## src/design/ovl_pkg.sv

```systemverilog
// Constants, field layouts and carrier types for the RAM overlay flash emulation block.
// Assumes a 16-bit processor address space and an APB register port with 32-bit data.
package ovl_pkg;

    // ------------------------------------------------------------
    // Register map
    // ------------------------------------------------------------
    localparam logic [7:0] OFS_CTRL = 8'h00;
    localparam logic [7:0] OFS_STAT = 8'h04;
    localparam int ADDR_W = 8;

    // ------------------------------------------------------------
    // Control register fields
    // ------------------------------------------------------------
    localparam int BIT_SEL_UPPER = 7;
    localparam int BIT_SEL_LOWER = 6;
    localparam logic [7:0] CTRL_RESET = 8'h08;

    // ------------------------------------------------------------
    // Status register fields
    // ------------------------------------------------------------
    localparam int BIT_ST_PROTECT = 0;
    localparam int BIT_ST_ACTIVE = 1;
    localparam int BIT_ST_STANDBY = 2;

    // ------------------------------------------------------------
    // Address windows
    // ------------------------------------------------------------
    localparam logic [15:0] RAM_LO = 16'hfc00;
    localparam logic [15:0] RAM_HI = 16'hfd7f;
    localparam logic [15:0] WIN_A_LO = 16'h0080;
    localparam logic [15:0] WIN_A_HI = 16'h00ff;
    localparam logic [15:0] WIN_B_LO = 16'h0080;
    localparam logic [15:0] WIN_B_HI = 16'h017f;
    localparam logic [15:0] WIN_C_LO = 16'h0000;
    localparam logic [15:0] WIN_C_HI = 16'h007f;
    localparam int RAM_OFS_W = 9;

    // ------------------------------------------------------------
    // Overlay selections
    // ------------------------------------------------------------
    typedef enum logic [1:0] {
        OVL_NONE = 2'h0,
        OVL_HALF = 2'h1,
        OVL_WIDE = 2'h2,
        OVL_VECT = 2'h3
    } ovl_mode_e;

    // ------------------------------------------------------------
    // Carriers
    // ------------------------------------------------------------
    typedef struct packed {
        logic valid;
        logic write;
        logic [15:0] addr;
    } ovl_access_s;

    typedef struct packed {
        logic valid;
        logic write;
        logic to_ram;
        logic blocked;
        logic [15:0] addr;
    } ovl_target_s;

endpackage : ovl_pkg

```

## src/design/ovl_remap.sv

```systemverilog
// Combinational address steering for one processor access.
// Assumes the overlay mode and protect level come from the control register of the caller.
module ovl_remap (
    input wire ovl_pkg::ovl_access_s acc,
    input wire ovl_pkg::ovl_mode_e mode,
    input wire logic protect,
    output ovl_pkg::ovl_target_s tgt
);

    logic in_win;
    logic in_ram;
    logic [15:0] ram_phys;

    // ------------------------------------------------------------
    // Window decode
    // ------------------------------------------------------------
    always_comb
    begin
        unique case (mode)
            ovl_pkg::OVL_NONE: in_win = 1'b0;
            ovl_pkg::OVL_HALF: in_win = acc.addr >= ovl_pkg::WIN_A_LO && acc.addr <= ovl_pkg::WIN_A_HI;
            ovl_pkg::OVL_WIDE: in_win = acc.addr >= ovl_pkg::WIN_B_LO && acc.addr <= ovl_pkg::WIN_B_HI;
            ovl_pkg::OVL_VECT: in_win = acc.addr <= ovl_pkg::WIN_C_HI;
        endcase
    end

    // ------------------------------------------------------------
    // Target address
    // ------------------------------------------------------------
    always_comb
    begin
        in_ram = acc.addr >= ovl_pkg::RAM_LO && acc.addr <= ovl_pkg::RAM_HI;
        ram_phys = in_win ? 16'(acc.addr + ovl_pkg::RAM_LO) : acc.addr;
        tgt.valid = acc.valid;
        tgt.write = acc.write;
        tgt.to_ram = in_win || in_ram;
        tgt.addr = (in_win || in_ram) ? 16'(ram_phys - ovl_pkg::RAM_LO) : acc.addr;
        tgt.blocked = acc.valid && acc.write && protect && !(in_win || in_ram);
    end

endmodule : ovl_remap

```

## src/design/ovl_top.sv

```systemverilog
// RAM overlay flash emulation: control register on APB and steering of processor accesses.
// Assumes processor accesses arrive on pclk; the hardware standby pin is asynchronous.
module ovl_top (
    input wire logic pclk,
    input wire logic presetn,
    input wire logic psel,
    input wire logic penable,
    input wire logic pwrite,
    input wire logic [31:0] paddr,
    input wire logic [31:0] pwdata,
    output logic [31:0] prdata,
    output logic pready,
    output logic pslverr,
    input wire logic hw_standby,
    input wire logic sw_standby,
    input wire ovl_pkg::ovl_access_s cpu_acc,
    output ovl_pkg::ovl_target_s mem_tgt,
    output logic flash_prog_inhibit,
    output logic [7:0] wait_and_overlay_control
);

    logic [7:0] ctrl_r;
    logic stby_meta_r;
    logic stby_sync_r;
    logic pready_r;
    logic pslverr_r;
    logic [31:0] prdata_r;
    logic inhibit_r;
    ovl_pkg::ovl_target_s tgt_r;
    ovl_pkg::ovl_target_s tgt_nxt;
    ovl_pkg::ovl_mode_e mode;
    logic protect;
    logic apb_access;
    logic ofs_ctrl_hit;
    logic ofs_stat_hit;
    logic [31:0] stat_word;

    // ------------------------------------------------------------
    // Standby pin synchroniser
    // ------------------------------------------------------------
    always_ff @(posedge pclk or negedge presetn)
    begin
        if (!presetn)
        begin
            stby_meta_r <= 1'b0;
            stby_sync_r <= 1'b0;
        end
        else
        begin
            stby_meta_r <= hw_standby;
            stby_sync_r <= stby_meta_r;
        end
    end

    // ------------------------------------------------------------
    // APB decode
    // ------------------------------------------------------------
    assign apb_access = psel && penable && !pready_r;
    assign ofs_ctrl_hit = paddr[ovl_pkg::ADDR_W-1:0] == ovl_pkg::OFS_CTRL && paddr[31:ovl_pkg::ADDR_W] == '0;
    assign ofs_stat_hit = paddr[ovl_pkg::ADDR_W-1:0] == ovl_pkg::OFS_STAT && paddr[31:ovl_pkg::ADDR_W] == '0;

    always_comb
    begin
        stat_word = '0;
        stat_word[ovl_pkg::BIT_ST_PROTECT] = protect;
        stat_word[ovl_pkg::BIT_ST_ACTIVE] = mode != ovl_pkg::OVL_NONE;
        stat_word[ovl_pkg::BIT_ST_STANDBY] = stby_sync_r;
    end

    // ------------------------------------------------------------
    // Control register
    // ------------------------------------------------------------
    // Software standby is deliberately not an input to this process.
    always_ff @(posedge pclk or negedge presetn)
    begin
        if (!presetn)
        begin
            ctrl_r <= ovl_pkg::CTRL_RESET;
        end
        else if (stby_sync_r)
        begin
            ctrl_r <= ovl_pkg::CTRL_RESET;
        end
        else if (apb_access && pwrite && ofs_ctrl_hit)
        begin
            ctrl_r <= pwdata[7:0];
        end
    end

    // ------------------------------------------------------------
    // APB answer
    // ------------------------------------------------------------
    always_ff @(posedge pclk or negedge presetn)
    begin
        if (!presetn)
        begin
            pready_r <= 1'b0;
            pslverr_r <= 1'b0;
            prdata_r <= '0;
        end
        else
        begin
            pready_r <= apb_access;
            pslverr_r <= apb_access && !(ofs_ctrl_hit || ofs_stat_hit);
            if (apb_access && !pwrite && ofs_ctrl_hit)
            begin
                prdata_r <= {24'h000000, ctrl_r};
            end
            else if (apb_access && !pwrite && ofs_stat_hit)
            begin
                prdata_r <= stat_word;
            end
            else
            begin
                prdata_r <= '0;
            end
        end
    end

    // ------------------------------------------------------------
    // Overlay selection and access steering
    // ------------------------------------------------------------
    assign mode = ovl_pkg::ovl_mode_e'({ctrl_r[ovl_pkg::BIT_SEL_UPPER], ctrl_r[ovl_pkg::BIT_SEL_LOWER]});
    assign protect = ctrl_r[ovl_pkg::BIT_SEL_UPPER] ^ ctrl_r[ovl_pkg::BIT_SEL_LOWER];

    ovl_remap u_remap (
        .acc(cpu_acc),
        .mode(mode),
        .protect(protect),
        .tgt(tgt_nxt)
    );

    always_ff @(posedge pclk or negedge presetn)
    begin
        if (!presetn)
        begin
            tgt_r <= '0;
        end
        else
        begin
            tgt_r <= tgt_nxt;
        end
    end

    always_ff @(posedge pclk or negedge presetn)
    begin
        if (!presetn)
        begin
            inhibit_r <= 1'b0;
        end
        else
        begin
            inhibit_r <= protect;
        end
    end

    assign prdata = prdata_r;
    assign pready = pready_r;
    assign pslverr = pslverr_r;
    assign mem_tgt = tgt_r;
    assign flash_prog_inhibit = inhibit_r;
    assign wait_and_overlay_control = ctrl_r;

endmodule : ovl_top

```

## config.mk

```make
export PLATFORM = sky130hd
export DESIGN_NAME = ovl_top
export DESIGN_NICKNAME = d
export VERILOG_FILES = /design/src/design/ovl_pkg.sv /design/src/design/ovl_remap.sv /design/src/design/ovl_top.sv
export SDC_FILE = /design/constraint.sdc
export NUM_CORES = 1
export LEC_CHECK = 0
export BUFFER_PORTS_ARGS = -buffer_cell sky130_fd_sc_hd__buf_2
export CORE_AREA = 2 2 72 125
export CTS_BUF_LIST = sky130_fd_sc_hd__clkbuf_2
export CTS_CLUSTER_SIZE = 24
export DETAILED_ROUTE_END_ITERATION = 12
export DIE_AREA = 0 0 74 127
export GPL_TIMING_DRIVEN = 0
export PLACE_DENSITY = 0.65
export SYNTH_ARGS = -nofsm -noshare
export SYNTH_HDL_FRONTEND = slang
export SYNTH_SLANG_ARGS = --single-unit
```

## constraint.sdc

```tcl
create_clock -name pclk -period 3 [get_ports pclk]
set_clock_uncertainty 0.2 [all_clocks]
set_input_delay 0.6 -clock pclk [delete_from_list [all_inputs] [get_ports pclk]]
set_output_delay 0.6 -clock pclk [all_outputs]
set_load 0.02 [all_outputs]
```

==> summary.txt <==
Min path
  • Hold crit path type: primary input to async pin

Yosys
  • Synth cell types: 50
  • Most area-hungry cell type in the Yosys netlist: dfrtp_1
  • Largest family of logic cells by synthesized area: simple AND/OR/NAND/NOR gates
  • Proportion of synthesized area in mux cells: 6.148%
  • Mapped cell area: 2137 µm²
  • Complex-gate fraction of the synthesized area: 10.54%
  • Asr flop ratio synth: 100.0%
  • Area share of the largest cell type after synthesis: 46.84%
  • Yosys reg bits: 41
  • Synth Area in XOR/XNOR: 0.8197%
  • Post-synthesis area per instance: 10.85 µm²
  • Synth cell count leaders: 40 x dfrtp_1, 24 x buf_4, 18 x nor2_1
  • Top-count cell post-synth: dfrtp_1
  • Seq/Total Area, Yosys: 48.07%
  • Number of synthesized flops with an enable pin: 0
  • Top area cells in the synthesized netlist: dfrtp_1 47%, buf_4 8.4%, mux2i_1 5.6%, ha_1 4.1%, nor4_1 3.2%
  • Simple-Gate Fraction of Synth Area: 19.03%
  • Cells after Synth: 197
  • Ys Warns: 0
  • Post-Synth Adder-Cell Area: 4.098%
  • Ys flop type: dfrtp_1

CTS
  • Maximum buffer depth of the clock tree: 2
  • Worst skew pair latency: 430 ps
  • Clock sinks: 41
  • CTS tree: yes
  • Root Driver: clkbuf_2
  • CTS buffer count: 5
  • Reg clk slew, reported paths: 230 ps
  • H-tree Lvls: 2

Drt
  • Drt initial violations: 63
  • WL/cell: 12.49 µm
  • Routed vias/inst: 4.309
  • Antenna Violating Nets Remaining: 0
  • Total Routed Length: 5619 µm
  • DR pass1 iterations: 4
  • Vias: 1939
  • DRC viols: 0

STA
  • Setup Viol. Count Final: 0
  • Post-route setup TNS: 0 ps
  • Relative slew margins: 39.08%
  • Final hold violation count: 0
  • FMAX: 346.5 MHz
  • Final period utilization: 96.21%
  • Tightest Pin Transition: 913.9 ps
  • Max-slew violation count: 0
  • Crit path time final: 2886 ps
  • Min Hold Slack: 72.08 ps

Placement
  • Buffers on Ports: 101
  • Dpl cells: 436
  • RD Place Congestion: 0.8270
  • Dpl hpwl: 4487 µm
  • Post-place instance area: 2952 µm²

Pwr
  • LEAKAGE: 1.556 nW
  • Sequential share of power: 55.5%
  • Sw Ratio: 31.01%
  • Pint: 0.7112 mW
  • Comb pwr share: 20.3%
  • VDD IR max: 0.1322 mV
  • Pwr dens: 338.0 nW/µm²
  • Clock power share: 24.2%
  • Switch Pwr: 0.3198 mW
  • PnR Total Power: 1.031 mW

Critical path
  • CP Cell Sequence: buf_2 > clkbuf_8 > inv_6 > ha_4 > and4_1 > nand4_1 > a21oi_2 > o21a_4 > nor2_4 > xnor2_1 > ha_2 > and2_1 > a31oi_1 > a21oi_1 > a311oi_2
  • Critical-path top delay cell: and4_1
  • Buf/Inv on CP: 3
  • Capture point of the worst path: mem_tgt[14]
  • CP startpoint kind: primary input
  • Crit path DAT: 3020 ps
  • Critical-path maximum fanout: 7
  • CP Capture Type: register
  • Reg2Reg Setup Slack: 180 ps
  • Crit Reg-Reg Endpoint: mem_tgt[14]
  • Slowest cell delay on critical path: 280 ps
  • CP Depth: 15
  • Top delay family on crit path: compound AO/OA/AOI/OAI gates
  • Worst Reg-to-Reg Cells: 12
  • CP Class: primary input to register
  • R2R Path Start: wait_and_overlay_control[6]
  • Worst setup path start: cpu_acc[10]
  • Worst endpoint required time: 3130 ps

Global route
  • Initial antenna violation count: 1
  • Global Route Usage Sum: 11.94%
  • First-pass GRT wire length: 8411 µm
  • Total grt overflow: 0
  • Vias in the first global route: 1945
  • Maximum number of pins on one net before global-route repair: 42

Floorplanning
  • FP Rows: 44
  • Full die area: 9398 µm²
  • Die Span X: 74 µm
  • DIE HEIGHT: 127 µm
  • Core Area: 8313 µm²
  • I/O pins: 152
  • Starting density of the core: 25.71%

Layout
  • Fin nets: 429
  • Layout Area Growth over Synthesis: 42.74%
  • Share of layout cells above drive strength 1: 50.30%
  • Final Non-Filler Cells: 450
  • Post-Layout Inst Area: 3050 µm²

Status
  • Status: completed

Run
  • Max-cap violations: 0
-- repair_timing --
| item | CTS | global route |
|---|---|---|
| resized for setup | 0 | 3 |
| buffers inserted | 0 | 4 |
| setup endpoints to repair | 0 | 1 |
| hold buffers | 0 | 1 |
| hold endpoints to repair | 0 | 1 |
-- registers in the layout (all words and copies together) (netlist names) --
name,cells
flash_prog_inhibit,1
mem_tgt,20
prdata,8
pready,1
pslverr,1
stby_meta_r,1
stby_sync_r,1
wait_and_overlay_control,8
-- worst min path at each step --
stage | from | endpoint | slack, ps | cells after the start
2_1_floorplan | presetn | flash_prog_inhibit | 100 | 0
3_3_place_gp | stby_meta_r | stby_sync_r | 130 | 0
3_5_place_dp | stby_meta_r | stby_sync_r | 140 | 0
4_1_cts | hw_standby | stby_meta_r | 40 | 1
5_1_grt | cpu_acc[16] | mem_tgt[18] | 6 | 1
6_report | presetn | pslverr | 70 | 1
-- per-layer routing --
layer,track usage (%),routed length [µm],vias to the layer above
met5,0,0,-
met4,9.412,222,0
met3,2.366,440,16
met2,22.43,3103,109
met1,10.23,1852,895
li1,-,-,919
-- placed cells by master, fill, tap and decap left out, types with 3 or more instances in the layout --
cell type / instances
mux2i_1: 12
ha_1: 4
nor3_1: 5
nor2_1: 17
inv_1: 8
buf_2: 102
nor2b_1: 5
nand2_1: 5
nor4_1: 11
conb_1: 24
clkbuf_2: 6
o21ai_2: 3
nand4_1: 4
dfrtp_1: 38
nand3_1: 3
buf_4: 28
a21oi_1: 3
and2_1: 7
-- cell families (layout without fill, tap and decap cells) --
logic type	Yosys count	count (layout)
muxes	13	13
adders and majority gates	7	7
buffers and inverters	38	152
and+or+nand+nor	70	70
AOI/OAI and AO/OA	25	25
DFF	41	41
other	1	25
xor gates and xnor gates	2	2
-- per-stage QoR --
step / worst slack, ps / util (%)
finish: 113.6 / 36.69
floorplan: 35.06 / -
CTS: 29.73 / 36.02
detailed placement: -363.4 / 35.51
global route: -7.152 / 36.69
global placement: -320.0 / 35.51
-- final cells by class --
cell class                      instances  area, µm²
Fill cell                             827       5263
Sequential cell                        41       1030
Multi-Input combinational cell        141       1028
Timing Repair Buffer                  106      545.5
Buffer                                 29      219.0
Tap cell                              115      143.9
Inverter                                9      38.79
Clock buffer                            5      25.02
Clock inverter                          3      17.52
Antenna cell                            1      2.502
-- power by group through the flow --
| stage | sequential, mW | combinational [mW] | clock (mW) |
|---|---|---|---|
| 6_report | 0.572 | 0.210 | 0.249 |
| 5_1_grt | 0.574 | 0.229 | 0.290 |
| 2_1_floorplan | 0.601 | 0.100 | 0 |
| 3_5_place_dp | 0.582 | 0.208 | 0 |
| 3_3_place_gp | 0.582 | 0.205 | 0 |
| 4_1_cts | 0.572 | 0.208 | 0.263 |
No activity file was read; power rests on OpenSTA's default activity.
